`config.mk`:
```
export PLATFORM = sky130hd
export DESIGN_NAME = dsgate_soft_reset
export DESIGN_NICKNAME = d
export VERILOG_FILES = /design/src/dsgate_pkg.sv /design/src/dsgate_soft_reset.sv
export SDC_FILE = /design/constraint.sdc
export NUM_CORES = 1
export LEC_CHECK = 0
export BUFFER_PORTS_ARGS = -buffer_cell sky130_fd_sc_hd__buf_2
export CORE_MARGIN = 5
export CORE_UTILIZATION = 55
export CTS_BUF_LIST = sky130_fd_sc_hd__clkbuf_16
export DETAILED_ROUTE_END_ITERATION = 12
export GPL_TIMING_DRIVEN = 0
export MAX_ROUTING_LAYER = met4
export PLACE_DENSITY = 0.75
export SLEW_MARGIN = 20
export SYNTH_ARGS = -nofsm -noshare
export SYNTH_HDL_FRONTEND = slang
export SYNTH_SLANG_ARGS = --single-unit
```
`constraint.sdc`:
```
create_clock -name CLOCK -period 5.3 [get_ports CLOCK]
set_clock_uncertainty 0.15 [all_clocks]
set_input_delay 1.06 -clock CLOCK [delete_from_list [all_inputs] [get_ports CLOCK]]
set_output_delay 1.06 -clock CLOCK [all_outputs]
set_load 0.01 [all_outputs]
```
`src/dsgate_pkg.sv`:
```
// Register map, field positions and codes for the deep-sleep gate and soft reset block
// Assumes a 32-bit AXI4-Lite register bus with word-aligned byte addresses
package dsgate_pkg;
  localparam logic [11:0] SOFT_RESET_CTRL_ZERO_OFS = 12'h040;
  localparam logic [11:0] DEEP_SLEEP_PORT_GATE_OFS = 12'h128;
  localparam logic [11:0] RUN_PORT_GATE_OFS        = 12'h300;
  localparam logic [11:0] SLEEP_PORT_GATE_OFS      = 12'h304;
  localparam logic [11:0] RUN_CLOCK_CONFIG_OFS     = 12'h308;
  localparam logic [11:0] CAPABILITY_MASK_ONE_OFS  = 12'h30c;
  localparam logic [11:0] IRQ_STATUS_OFS           = 12'h310;
  localparam logic [11:0] IRQ_MASK_OFS             = 12'h314;
  localparam logic [11:0] PORT_BASE_OFS            = 12'h800;
  localparam int          PORT_COUNT               = 8;
  localparam int          PORT_IDX_LSB             = 8;
  localparam int          AUTO_GATE_SELECT_BIT     = 27;
  localparam int          FIELDBUS_RESET_BIT       = 24;
  localparam int          PWM_RESET_BIT            = 20;
  localparam int          WATCHDOG_RESET_BIT       = 3;
  localparam logic [31:0] SOFT_RESET_IMPL_MASK     = 32'h0110_0008;
  localparam logic [31:0] SOFT_RESET_RESET_VAL     = 32'h0000_0000;
  localparam logic [7:0]  GATE_RESET_VAL           = 8'h00;
  localparam logic [31:0] RUN_CLOCK_CONFIG_RESET   = 32'h0000_0000;
  localparam logic [31:0] CAPABILITY_RESET_VAL     = 32'hffff_ffff;
  localparam int          IRQ_FAULT_BIT            = 0;
  localparam int          IRQ_MODE_BIT             = 1;
  localparam logic [1:0]  RESP_OKAY                = 2'h0;
  localparam logic [1:0]  RESP_SLVERR              = 2'h2;
  localparam logic [1:0]  RESP_DECERR              = 2'h3;
  typedef enum logic [1:0] {MODE_RUN, MODE_SLEEP, MODE_DEEP} power_mode_t;
endpackage : dsgate_pkg

```
`src/dsgate_soft_reset.sv`:
```
// Deep-sleep port clock gating plus first software reset control, AXI4-Lite slave
// Assumes power mode inputs come from the power controller on the same clock
//
// How it works
// Each deep-sleep gate bit is the clock enable of one port while in deep-sleep.
// An access to a port window whose clock is off gets an error response.
// All gate bits are zero after reset so every port starts unclocked.
// Run, sleep and deep-sleep gate registers apply in their own power modes.
// Sleep and deep-sleep gating apply only with auto gate select set, else run gating.
// Gate bits 31:8 are read-only zero; software keeps them across read-modify-write.
// Gate bit 0 is port A up to bit 7 for port H, all read-write.
// Soft reset writes land only where the capability register has a one.
// Soft reset bit 24 resets the fieldbus controller.
// Soft reset bit 20 resets the PWM module.
// Soft reset bit 3 resets the watchdog; other bits read zero.
// The soft reset register is all zero after reset.
// A set soft reset bit holds its unit in reset until cleared.
`timescale 1ns/1ps
module dsgate_soft_reset (
  input  wire logic        CLOCK,
  input  wire logic        RST_N,
  input  wire logic [11:0] AWADDR,
  input  wire logic        AWVALID,
  output logic             AWREADY,
  input  wire logic [31:0] WDATA,
  input  wire logic [3:0]  WSTRB,
  input  wire logic        WVALID,
  output logic             WREADY,
  output logic [1:0]       BRESP,
  output logic             BVALID,
  input  wire logic        BREADY,
  input  wire logic [11:0] ARADDR,
  input  wire logic        ARVALID,
  output logic             ARREADY,
  output logic [31:0]      RDATA,
  output logic [1:0]       RRESP,
  output logic             RVALID,
  input  wire logic        RREADY,
  input  wire logic        SLEEP_REQ,
  input  wire logic        DEEP_SLEEP_REQ,
  output logic [7:0]       PORT_CLK_EN,
  output logic             FIELDBUS_RESET,
  output logic             PWM_RESET,
  output logic             WATCHDOG_RESET,
  output logic             IRQ
);
  logic [11:0] aw_addr_r, aw_addr_nxt;
  logic        aw_have_r, aw_have_nxt;
  logic [31:0] w_data_r, w_data_nxt;
  logic [3:0]  w_strb_r, w_strb_nxt;
  logic        w_have_r, w_have_nxt;
  logic        bvalid_r, bvalid_nxt;
  logic [1:0]  bresp_r, bresp_nxt;
  logic        rvalid_r, rvalid_nxt;
  logic [1:0]  rresp_r, rresp_nxt;
  logic [31:0] rdata_r, rdata_nxt;
  logic [7:0]  run_gate_r, run_gate_nxt;
  logic [7:0]  sleep_gate_r, sleep_gate_nxt;
  logic [7:0]  deep_gate_r, deep_gate_nxt;
  logic [31:0] rcc_r, rcc_nxt;
  logic [31:0] cap_r, cap_nxt;
  logic [31:0] srst_r, srst_nxt;
  logic [1:0]  irq_stat_r, irq_stat_nxt;
  logic [1:0]  irq_mask_r, irq_mask_nxt;
  logic [7:0]  port_store_r [8];
  logic [7:0]  port_store_nxt [8];
  logic [7:0]  active_gate;
  logic        do_write;
  logic        do_read;
  logic [31:0] wr_val;
  logic        wr_fault;
  logic        rd_fault;
  logic [1:0]  irq_set;
  dsgate_pkg::power_mode_t mode_r, mode_nxt;

  function automatic logic [31:0] merge(input logic [31:0] old, input logic [31:0] nw, input logic [3:0] strb);
    logic [31:0] res;
    res = old;
    for (int b = 0; b < 4; b++) begin
      if (strb[b]) begin
        res[b*8 +: 8] = nw[b*8 +: 8];
      end
    end
    return res;
  endfunction : merge

  // Mode tracking and gate selection
  always_comb begin
    mode_nxt = dsgate_pkg::MODE_RUN;
    if (DEEP_SLEEP_REQ) begin
      mode_nxt = dsgate_pkg::MODE_DEEP;
    end else if (SLEEP_REQ) begin
      mode_nxt = dsgate_pkg::MODE_SLEEP;
    end
  end

  always_comb begin
    // auto gate select picks sleep registers
    case (mode_r)
      dsgate_pkg::MODE_RUN:   active_gate = run_gate_r;
      dsgate_pkg::MODE_SLEEP: active_gate = rcc_r[dsgate_pkg::AUTO_GATE_SELECT_BIT] ? sleep_gate_r : run_gate_r;
      dsgate_pkg::MODE_DEEP:  active_gate = rcc_r[dsgate_pkg::AUTO_GATE_SELECT_BIT] ? deep_gate_r : run_gate_r;
      default:                active_gate = run_gate_r;
    endcase
  end

  assign do_write = aw_have_r && w_have_r && !bvalid_r;
  assign do_read  = ARVALID && !rvalid_r;
  assign wr_val   = merge(32'h0000_0000, w_data_r, w_strb_r);
  // gated port faults
  assign wr_fault = (aw_addr_r[11:11] == 1'b1) && !active_gate[aw_addr_r[10:8]];
  assign rd_fault = (ARADDR[11:11] == 1'b1) && !active_gate[ARADDR[10:8]];

  always_comb begin
    aw_addr_nxt    = aw_addr_r;
    aw_have_nxt    = aw_have_r;
    w_data_nxt     = w_data_r;
    w_strb_nxt     = w_strb_r;
    w_have_nxt     = w_have_r;
    bvalid_nxt     = bvalid_r;
    bresp_nxt      = bresp_r;
    rvalid_nxt     = rvalid_r;
    rresp_nxt      = rresp_r;
    rdata_nxt      = rdata_r;
    run_gate_nxt   = run_gate_r;
    sleep_gate_nxt = sleep_gate_r;
    deep_gate_nxt  = deep_gate_r;
    rcc_nxt        = rcc_r;
    cap_nxt        = cap_r;
    srst_nxt       = srst_r;
    irq_mask_nxt   = irq_mask_r;
    irq_set        = 2'h0;
    irq_set[dsgate_pkg::IRQ_MODE_BIT] = (mode_nxt != mode_r);
    port_store_nxt = port_store_r;
    if (AWVALID && !aw_have_r) begin
      aw_addr_nxt = AWADDR;
      aw_have_nxt = 1'b1;
    end
    if (WVALID && !w_have_r) begin
      w_data_nxt = WDATA;
      w_strb_nxt = WSTRB;
      w_have_nxt = 1'b1;
    end
    if (bvalid_r && BREADY) begin
      bvalid_nxt = 1'b0;
    end
    if (rvalid_r && RREADY) begin
      rvalid_nxt = 1'b0;
    end
    if (do_write) begin
      aw_have_nxt = 1'b0;
      w_have_nxt  = 1'b0;
      bvalid_nxt  = 1'b1;
      bresp_nxt   = dsgate_pkg::RESP_OKAY;
      if (aw_addr_r[11]) begin
        if (wr_fault) begin
          bresp_nxt = dsgate_pkg::RESP_SLVERR;
          irq_set[dsgate_pkg::IRQ_FAULT_BIT] = 1'b1;
        end else begin
          port_store_nxt[aw_addr_r[10:8]] = 8'(merge({24'h0, port_store_r[aw_addr_r[10:8]]}, w_data_r, w_strb_r));
        end
      end else begin
        case (aw_addr_r)
          // only bits 7:0 stored
          dsgate_pkg::DEEP_SLEEP_PORT_GATE_OFS: deep_gate_nxt = 8'(merge({24'h0, deep_gate_r}, w_data_r, w_strb_r));
          dsgate_pkg::RUN_PORT_GATE_OFS:        run_gate_nxt = 8'(merge({24'h0, run_gate_r}, w_data_r, w_strb_r));
          dsgate_pkg::SLEEP_PORT_GATE_OFS:      sleep_gate_nxt = 8'(merge({24'h0, sleep_gate_r}, w_data_r, w_strb_r));
          dsgate_pkg::RUN_CLOCK_CONFIG_OFS:     rcc_nxt = merge(rcc_r, w_data_r, w_strb_r);
          dsgate_pkg::CAPABILITY_MASK_ONE_OFS:  cap_nxt = merge(cap_r, w_data_r, w_strb_r);
          // capability and implemented-bit masking
          dsgate_pkg::SOFT_RESET_CTRL_ZERO_OFS: srst_nxt = (srst_r & ~(cap_r & dsgate_pkg::SOFT_RESET_IMPL_MASK))
                                                 | (merge(srst_r, w_data_r, w_strb_r) & cap_r
                                                    & dsgate_pkg::SOFT_RESET_IMPL_MASK);
          dsgate_pkg::IRQ_STATUS_OFS:           ;
          dsgate_pkg::IRQ_MASK_OFS:             irq_mask_nxt = 2'(merge({30'h0, irq_mask_r}, w_data_r, w_strb_r));
          default:                              bresp_nxt = dsgate_pkg::RESP_DECERR;
        endcase
      end
    end
    if (do_read) begin
      rvalid_nxt = 1'b1;
      rresp_nxt  = dsgate_pkg::RESP_OKAY;
      rdata_nxt  = 32'h0000_0000;
      if (ARADDR[11]) begin
        if (rd_fault) begin
          rresp_nxt = dsgate_pkg::RESP_SLVERR;
          irq_set[dsgate_pkg::IRQ_FAULT_BIT] = 1'b1;
        end else begin
          rdata_nxt = {24'h0, port_store_r[ARADDR[10:8]]};
        end
      end else begin
        case (ARADDR)
          // upper bits zero
          dsgate_pkg::DEEP_SLEEP_PORT_GATE_OFS: rdata_nxt = {24'h0, deep_gate_r};
          dsgate_pkg::RUN_PORT_GATE_OFS:        rdata_nxt = {24'h0, run_gate_r};
          dsgate_pkg::SLEEP_PORT_GATE_OFS:      rdata_nxt = {24'h0, sleep_gate_r};
          dsgate_pkg::RUN_CLOCK_CONFIG_OFS:     rdata_nxt = rcc_r;
          dsgate_pkg::CAPABILITY_MASK_ONE_OFS:  rdata_nxt = cap_r;
          dsgate_pkg::SOFT_RESET_CTRL_ZERO_OFS: rdata_nxt = srst_r;
          dsgate_pkg::IRQ_STATUS_OFS:           rdata_nxt = {30'h0, irq_stat_r};
          dsgate_pkg::IRQ_MASK_OFS:             rdata_nxt = {30'h0, irq_mask_r};
          default:                              rresp_nxt = dsgate_pkg::RESP_DECERR;
        endcase
      end
    end
    // Set wins over write-one clear
    irq_stat_nxt = irq_stat_r;
    if (do_write && aw_addr_r == dsgate_pkg::IRQ_STATUS_OFS) begin
      irq_stat_nxt = irq_stat_r & ~wr_val[1:0];
    end
    irq_stat_nxt = irq_stat_nxt | irq_set;
  end

  // Bus channels and configuration
  always_ff @(posedge CLOCK or negedge RST_N) begin
    if (!RST_N) begin
      aw_addr_r    <= 12'h000;
      aw_have_r    <= 1'b0;
      w_data_r     <= 32'h0000_0000;
      w_strb_r     <= 4'h0;
      w_have_r     <= 1'b0;
      bvalid_r     <= 1'b0;
      bresp_r      <= 2'h0;
      rvalid_r     <= 1'b0;
      rresp_r      <= 2'h0;
      rdata_r      <= 32'h0000_0000;
      // gates start off
      run_gate_r   <= dsgate_pkg::GATE_RESET_VAL;
      sleep_gate_r <= dsgate_pkg::GATE_RESET_VAL;
      deep_gate_r  <= dsgate_pkg::GATE_RESET_VAL;
      rcc_r        <= dsgate_pkg::RUN_CLOCK_CONFIG_RESET;
      cap_r        <= dsgate_pkg::CAPABILITY_RESET_VAL;
      // soft reset clear
      srst_r       <= dsgate_pkg::SOFT_RESET_RESET_VAL;
    end else begin
      aw_addr_r    <= aw_addr_nxt;
      aw_have_r    <= aw_have_nxt;
      w_data_r     <= w_data_nxt;
      w_strb_r     <= w_strb_nxt;
      w_have_r     <= w_have_nxt;
      bvalid_r     <= bvalid_nxt;
      bresp_r      <= bresp_nxt;
      rvalid_r     <= rvalid_nxt;
      rresp_r      <= rresp_nxt;
      rdata_r      <= rdata_nxt;
      run_gate_r   <= run_gate_nxt;
      sleep_gate_r <= sleep_gate_nxt;
      deep_gate_r  <= deep_gate_nxt;
      rcc_r        <= rcc_nxt;
      cap_r        <= cap_nxt;
      srst_r       <= srst_nxt;
    end
  end

  // Power mode register
  always_ff @(posedge CLOCK or negedge RST_N) begin
    if (!RST_N) begin
      mode_r <= dsgate_pkg::MODE_RUN;
    end else begin
      mode_r <= mode_nxt;
    end
  end

  // Interrupt status and mask
  always_ff @(posedge CLOCK or negedge RST_N) begin
    if (!RST_N) begin
      irq_stat_r <= 2'h0;
      irq_mask_r <= 2'h0;
    end else begin
      irq_stat_r <= irq_stat_nxt;
      irq_mask_r <= irq_mask_nxt;
    end
  end

  // Per-port scratch bytes behind the gates
  always_ff @(posedge CLOCK or negedge RST_N) begin
    if (!RST_N) begin
      for (int p = 0; p < dsgate_pkg::PORT_COUNT; p++) begin
        port_store_r[p] <= 8'h00;
      end
    end else begin
      port_store_r <= port_store_nxt;
    end
  end

  assign AWREADY = !aw_have_r;
  assign WREADY  = !w_have_r;
  assign ARREADY = !rvalid_r;
  assign BVALID  = bvalid_r;
  assign BRESP   = bresp_r;
  assign RVALID  = rvalid_r;
  assign RRESP   = rresp_r;
  assign RDATA   = rdata_r;
  // per-port clock enables
  assign PORT_CLK_EN = active_gate;
  // unit reset holds
  assign FIELDBUS_RESET = srst_r[dsgate_pkg::FIELDBUS_RESET_BIT];
  assign PWM_RESET      = srst_r[dsgate_pkg::PWM_RESET_BIT];
  assign WATCHDOG_RESET = srst_r[dsgate_pkg::WATCHDOG_RESET_BIT];
  assign IRQ            = |(irq_stat_r & irq_mask_r);
endmodule : dsgate_soft_reset

```
==> flow_summary.ini, run 1 <==
[worst_setup_path]
worstPathArrival_ps = 2500
critPathKind = flop to output port
endpoint_kind = output port
r2r_slack_ps = 1970
startpoint_type = flop
worst_ep_required_time_ps = 4090
crit_fanout = 10

[clocking]
clock_sinks = 249
ctsHoldBuffers = 0
cts-resized-gates = 0
postCtsSetupBuffers = 0
clkLatencyLatePin_ps = 520
clock_path_buffers = 3
tritoncts = yes
path_clk_slew_ps = 60
cts_root_buffer = clkbuf_16
numCtsBuffers = 27
htreeDepth = 1

[finish]
multi_input_area_um2 = 5300
area_growth_pct = 15.4
stdcell_count = 1326
stdcell_area_um2 = 13600
final_cell_mix = dfrtp_1, mux2_2, buf_2
fillCellCount = 1608
utilization_pct = 64.6
regArea_um2 = 6270
nNetsFinal = 1097
mostFrequentLayoutCell = dfrtp_1
final_layout_size_suffix_gt1_share_pct = 44.6

[flow_run]
maxCapViolations = 0

[global_routing]
grt.total_usage_pct = 25.1
grt_pass1_vias = 8230
grt_max_degree = 100
antenna_found_initial = 5
grt_pass1_wl_um = 46600
overflow = 0

[placed_design]
dp_cells = 1272
placed_cell_area_um2 = 12800
routabilityCongestion = 0.942
place_ws_ps = 1580
hpwl_um = 20800
io_buffers = 118

[synth]
avgSynthCellArea_um2 = 13.5
syn_inst = 877
seq_area_frac_synth_pct = 53.1
synthDistinctLibCells = 58
synth-edff-count = 0
async_flop_share_pct = 100
syn-num-nets = 948
synth_top_flop_cell = dfrtp_1
synth-seq-cells = 249
netlist_area_um2 = 11800
yosysWarnings = 0

[power_and_ir_drop]
finalPower_mw = 5.20
p_per_area_nw_per_um2 = 381
ir_drop_mv = 0.226
cellLeakagePower_nw = 6.18

[routing]
drtIter0Drc = 755
wl_per_cell_um = 22.5
drc = 0
avgViaCountPerCell = 6.14
via_count = 8140
routed_wl_um = 29800
antenna_left = 0
dr.pass1.iters = 6

[timing]
rsz0062_at_grt = no
max-slew-margin-rel_pct = 36.4
setup_slack_ps = 1590
slew_viol_final = 0
max_freq_ghz = 0.270
finalCritPeriodShare_pct = 70.0
hold_violations = 0
fin_hold_ws_ps = 309
setup_tns_ps = 0
worst_pin_slew_ps = 948
min_period_ps = 3710
finalSetupViolCount = 0

[floorplanning]
die_y_um = 157
boundaryPins = 122
start_util_pct = 56.0
fp.dieW_um = 157
die_area_um2 = 24500
core_um2 = 21100
rows = 53

[hold_path]
hold_path_class = input pin to asynchronous set/reset pin

[outcome]
status = finished clean
[registers in the layout, summed over array words and instances (netlist names), 4 cells and up, named ones only]
register,cells
port_store_r,64
RDATA,32
cap_r,32
rcc_r,32
w_data_r,32
aw_addr_r,12
deep_gate_r,8
run_gate_r,8
sleep_gate_r,8
w_strb_r,4
[cell type report]
type	count	share of cell area (%)
clock inverters	22	0.945
flip-flops and latches	249	46.0
diodes	5	0.0918
repair buffers	120	4.81
well taps	275	2.52
inverters	12	0.330
multi-input cells	573	38.9
plain buffers	43	1.46
clock buffers	27	4.96
[cell families after synthesis]
family	share of synthesized area (%)
compound gates	8.24
fa+ha+maj	0.212
flops	53.1
buf+inv	2.06
simple gates	8.25
mux	28.2
[routing by layer]
metal	routed length [um]	up-vias	global-route usage [%]	share of wire (%)
met4	995	0	8.39	3.3
li1	-	3617	-	-
met1	13000	4187	35.1	44
met3	1790	63	3.82	6.0
met2	14100	273	38.0	47
met5	0	-	-	0
[synthesized netlist by cell type (6+ instances only)]
cell type / n / area [um2]
nor3_1: 11 / 55.1
dfstp_2: 32 / 841
o221ai_1: 6 / 52.6
nand3_1: 12 / 60.1
nand2_1: 70 / 263
mux4_2: 34 / 766
nor2_1: 25 / 93.8
clkbuf_1: 27 / 101
a22oi_1: 33 / 248
mux2_2: 201 / 2260
dfrtp_1: 217 / 5430
nand2b_1: 12 / 75.1
inv_1: 11 / 41.3
mux2_1: 7 / 78.8
o21ai_1: 33 / 165
a221oi_1: 6 / 52.6
mux2i_1: 22 / 220
nor2b_1: 6 / 37.5
o221ai_2: 9 / 135
buf_2: 12 / 60.1
[worst paths after layout]
check                                                to  depth (start not counted)                 start
max                                      PORT_CLK_EN[6]                          8   mode_r[0]$_DFF_PN0_
min                             w_data_r[6]$_DFFE_PN0P_                          1                 RST_N
max reg2reg                port_store_r[47]$_DFFE_PN0P_                          9   mode_r[0]$_DFF_PN0_
min reg2reg                        BRESP[0]$_DFFE_PN0P_                          1  BRESP[0]$_DFFE_PN0P_
max in group asynchronous         cap_r[23]$_DFFE_PN1P_                          2                 RST_N
min in group CLOCK                 BRESP[0]$_DFFE_PN0P_                          1  BRESP[0]$_DFFE_PN0P_
[report_power, final]
part | internal (mW) | switching, mW
Clock | 0.972 | 0.751
Sequential | 2.15 | 0.264
Combinational | 0.462 | 0.598
[critical path, stage by stage, from the launching register on]
cell,delay (ps)
dfrtp_1,400
inv_1,60
ha_1,300
buf_2,200
nand2b_1,180
buf_6,150
nor2_1,330
a21o_1,190
buf_2,150
(Power assumes the default switching activity.)
==> inputs of run 2 (changes only) <==
--- a/config.mk
+++ b/config.mk
@@ -7,12 +7,12 @@
 export LEC_CHECK = 0
 export BUFFER_PORTS_ARGS = -buffer_cell sky130_fd_sc_hd__buf_2
 export CORE_MARGIN = 5
-export CORE_UTILIZATION = 55
+export CORE_UTILIZATION = 53
 export CTS_BUF_LIST = sky130_fd_sc_hd__clkbuf_16
 export DETAILED_ROUTE_END_ITERATION = 12
 export GPL_TIMING_DRIVEN = 0
 export MAX_ROUTING_LAYER = met4
-export PLACE_DENSITY = 0.75
+export PLACE_DENSITY = 0.76
 export SLEW_MARGIN = 20
 export SYNTH_ARGS = -nofsm -noshare
 export SYNTH_HDL_FRONTEND = slang
==> constraint.sdc (replaced) <==
create_clock -name CLOCK -period 2.95 [get_ports CLOCK]
set_clock_uncertainty 0.15 [all_clocks]
set_input_delay 0.59 -clock CLOCK [delete_from_list [all_inputs] [get_ports CLOCK]]
set_output_delay 0.59 -clock CLOCK [all_outputs]
set_load 0.01 [all_outputs]
==> run 2 against run 1 <==
- register-to-register slack got worse by 1900 ps
- worst setup slack got worse by 1500 ps
- total power rose by 87%
- design area rose by 2.6%
- combinational power rose by 83%
- clock power rose by 100%
- critical endpoint is now PORT_CLK_EN[7]
- highest routed layer unchanged
==> flow_summary.ini, run 2 (synthesized netlist as in run 1, its figures left out) <==
[power_and_ir_drop]
power_frac_clock_pct = 35.7
p_seq_share_pct = 44.4
comb_power_share_pct = 19.9
cellLeakagePower_nw = 6.29
p_int_mw = 6.75
switching_share_pct = 30.6
p_per_area_nw_per_um2 = 695
power_switching_mw = 2.98
ir_drop_mv = 0.499

[floorplanning]
fp.dieW_um = 159
die_y_um = 159
start_util_pct = 54.0
boundaryPins = 122
rows = 54
core_um2 = 21900
die_area_um2 = 25400

[worst_setup_path]
cpMostUsedCell = buf_6
r2r_slack_ps = 70
critPathTopFamily = buffers and inverters
crit_slowest_cell = dfrtp_1
critPathBufInv = 4
critPathKind = flop to output port
crit_fanout = 8
worst_ep_required_time_ps = 2210
endpoint_kind = output port
path_cells = inv_1, ha_4, buf_6, nand2b_1, buf_6, o221ai_4, buf_2
slowest_delay_ps = 410
worstPathArrival_ps = 2160
startpoint_type = flop

[timing]
worst_pin_slew_ps = 956
finalCritPeriodShare_pct = 98.3
hold_violations = 0
setup_tns_ps = 0
rsz0062_at_grt = yes
slew_viol_final = 0
max-slew-margin-rel_pct = 35.9
setup_slack_ps = 50.8
min_period_ps = 2900
finalSetupViolCount = 0
max_freq_ghz = 0.345

[clocking]
cts_root_buffer = clkbuf_16
clkLatencyLatePin_ps = 530
tritoncts = yes
path_clk_slew_ps = 60
numCtsBuffers = 27
clock_sinks = 249
htreeDepth = 1
clock_path_buffers = 3

[global_routing]
grt_pass1_vias = 8544
overflow = 0
antenna_found_initial = 0
grt_pass1_wl_um = 47900
top_usage_layer = met2
grt_use_met1_pct = 32.0
grt_max_degree = 95
use_met2_pct = 38.1
grt.total_usage_pct = 24.1
use_met3_pct = 4.27

[finish]
nNetsFinal = 1108
final_layout_size_suffix_gt1_share_pct = 46.7
area_growth_pct = 18.4
antenna_cells = 0
final_cell_mix = dfrtp_1, mux2_2, buf_2
mostFrequentLayoutCell = dfrtp_1
largest_register_ffs = 64
regMostFlops = port_store_r
stdcell_area_um2 = 14000
utilization_pct = 63.9

[routing]
drtIter0Drc = 772
routed_wl_um = 30200
via_count = 8147
avgViaCountPerCell = 6.09
dr.pass1.iters = 5
drc = 0
antenna_left = 0
wl_per_cell_um = 22.6

[hold_path]
hold_path_class = input pin to flop

[placed_design]
io_buffers = 118
place_ws_ps = -330
hpwl_um = 21100
placed_cell_area_um2 = 12800
routabilityCongestion = 0.892

[flow_run]
maxCapViolations = 0

[outcome]
status = finished clean
## run 2: cell types whose count changed in the layout (fill, tap and decap cells not counted), sizes merged
cell	delta
buf	+8
diode	-5
nor2	+1
dlygate4sd3	+1
clkinv	-1
clkbuf	+1
bufinv	+3
inv	-4
clkinvlp	+3
## run 2: power by group through the flow
stage	Clock (mW)	Combinational [mW]	Sequential (mW)
2_1_floorplan	0	1.34	4.20
3_3_place_gp	0	1.85	4.34
3_5_place_dp	0	1.91	4.37
4_1_cts	3.51	1.93	4.31
5_1_grt	3.66	2.10	4.38
6_report	3.47	1.94	4.32
## run 2: cell type report
class	count	area, um2
fillers	1681	7900
flip-flops and latches	249	6270
multi-input cells	574	5440
repair buffers	131	766
clock buffers	27	676
well taps	280	350
clock inverters	23	239
plain buffers	42	203
inverters	12	45.0
## run 2: routing by layer
metal / wire, um / up-vias
met5: 0 / -
met4: 998 / 0
met3: 1470 / 78
met2: 14700 / 265
met1: 13000 / 4175
li1: - / 3629
## run 2: worst register-to-register path: cells and delay by family (launching register included)
family / cells / cell delay [ps]
compound gates: 1 / 190
flops: 1 / 410
mux: 1 / 420
simple gates: 3 / 1020
fa+ha+maj: 1 / 200
buf+inv: 3 / 380
## run 2: final timing paths
path / from / end / depth (start not counted)
max: mode_r[0]$_DFF_PN0_ / PORT_CLK_EN[7] / 7
min: DEEP_SLEEP_REQ / mode_r[1]$_DFF_PN0_ / 1
max reg2reg: mode_r[0]$_DFF_PN0_ / port_store_r[9]$_DFFE_PN0P_ / 9
min reg2reg: BRESP[0]$_DFFE_PN0P_ / BRESP[0]$_DFFE_PN0P_ / 1
max in group asynchronous: RST_N / port_store_r[18]$_DFFE_PN0P_ / 3
min in group asynchronous: RST_N / w_data_r[7]$_DFFE_PN0P_ / 2
## run 2: metrics by stage
step | power [mW] | std cells | hold WS, ps
finish | 9.73 | 1338 | 74.7
global route | 10.1 | 1338 | 65.6
CTS | 9.75 | 1332 | 47.7
detailed placement | 6.28 | 1277 | 312
global placement | 6.20 | 1275 | 309
floorplan | 5.54 | 877 | 144
## run 2: what timing repair did
item / 4_1_cts / 5_1_grt
hold buffers: 1 / 0
setup buffers: 4 / 6
gates cloned: 0 / 1
endpoints found under the hold margin: 71 / 0
resized for setup: 6 / 13
endpoints found under the setup margin: 56 / 70
pin swaps: 5 / 7
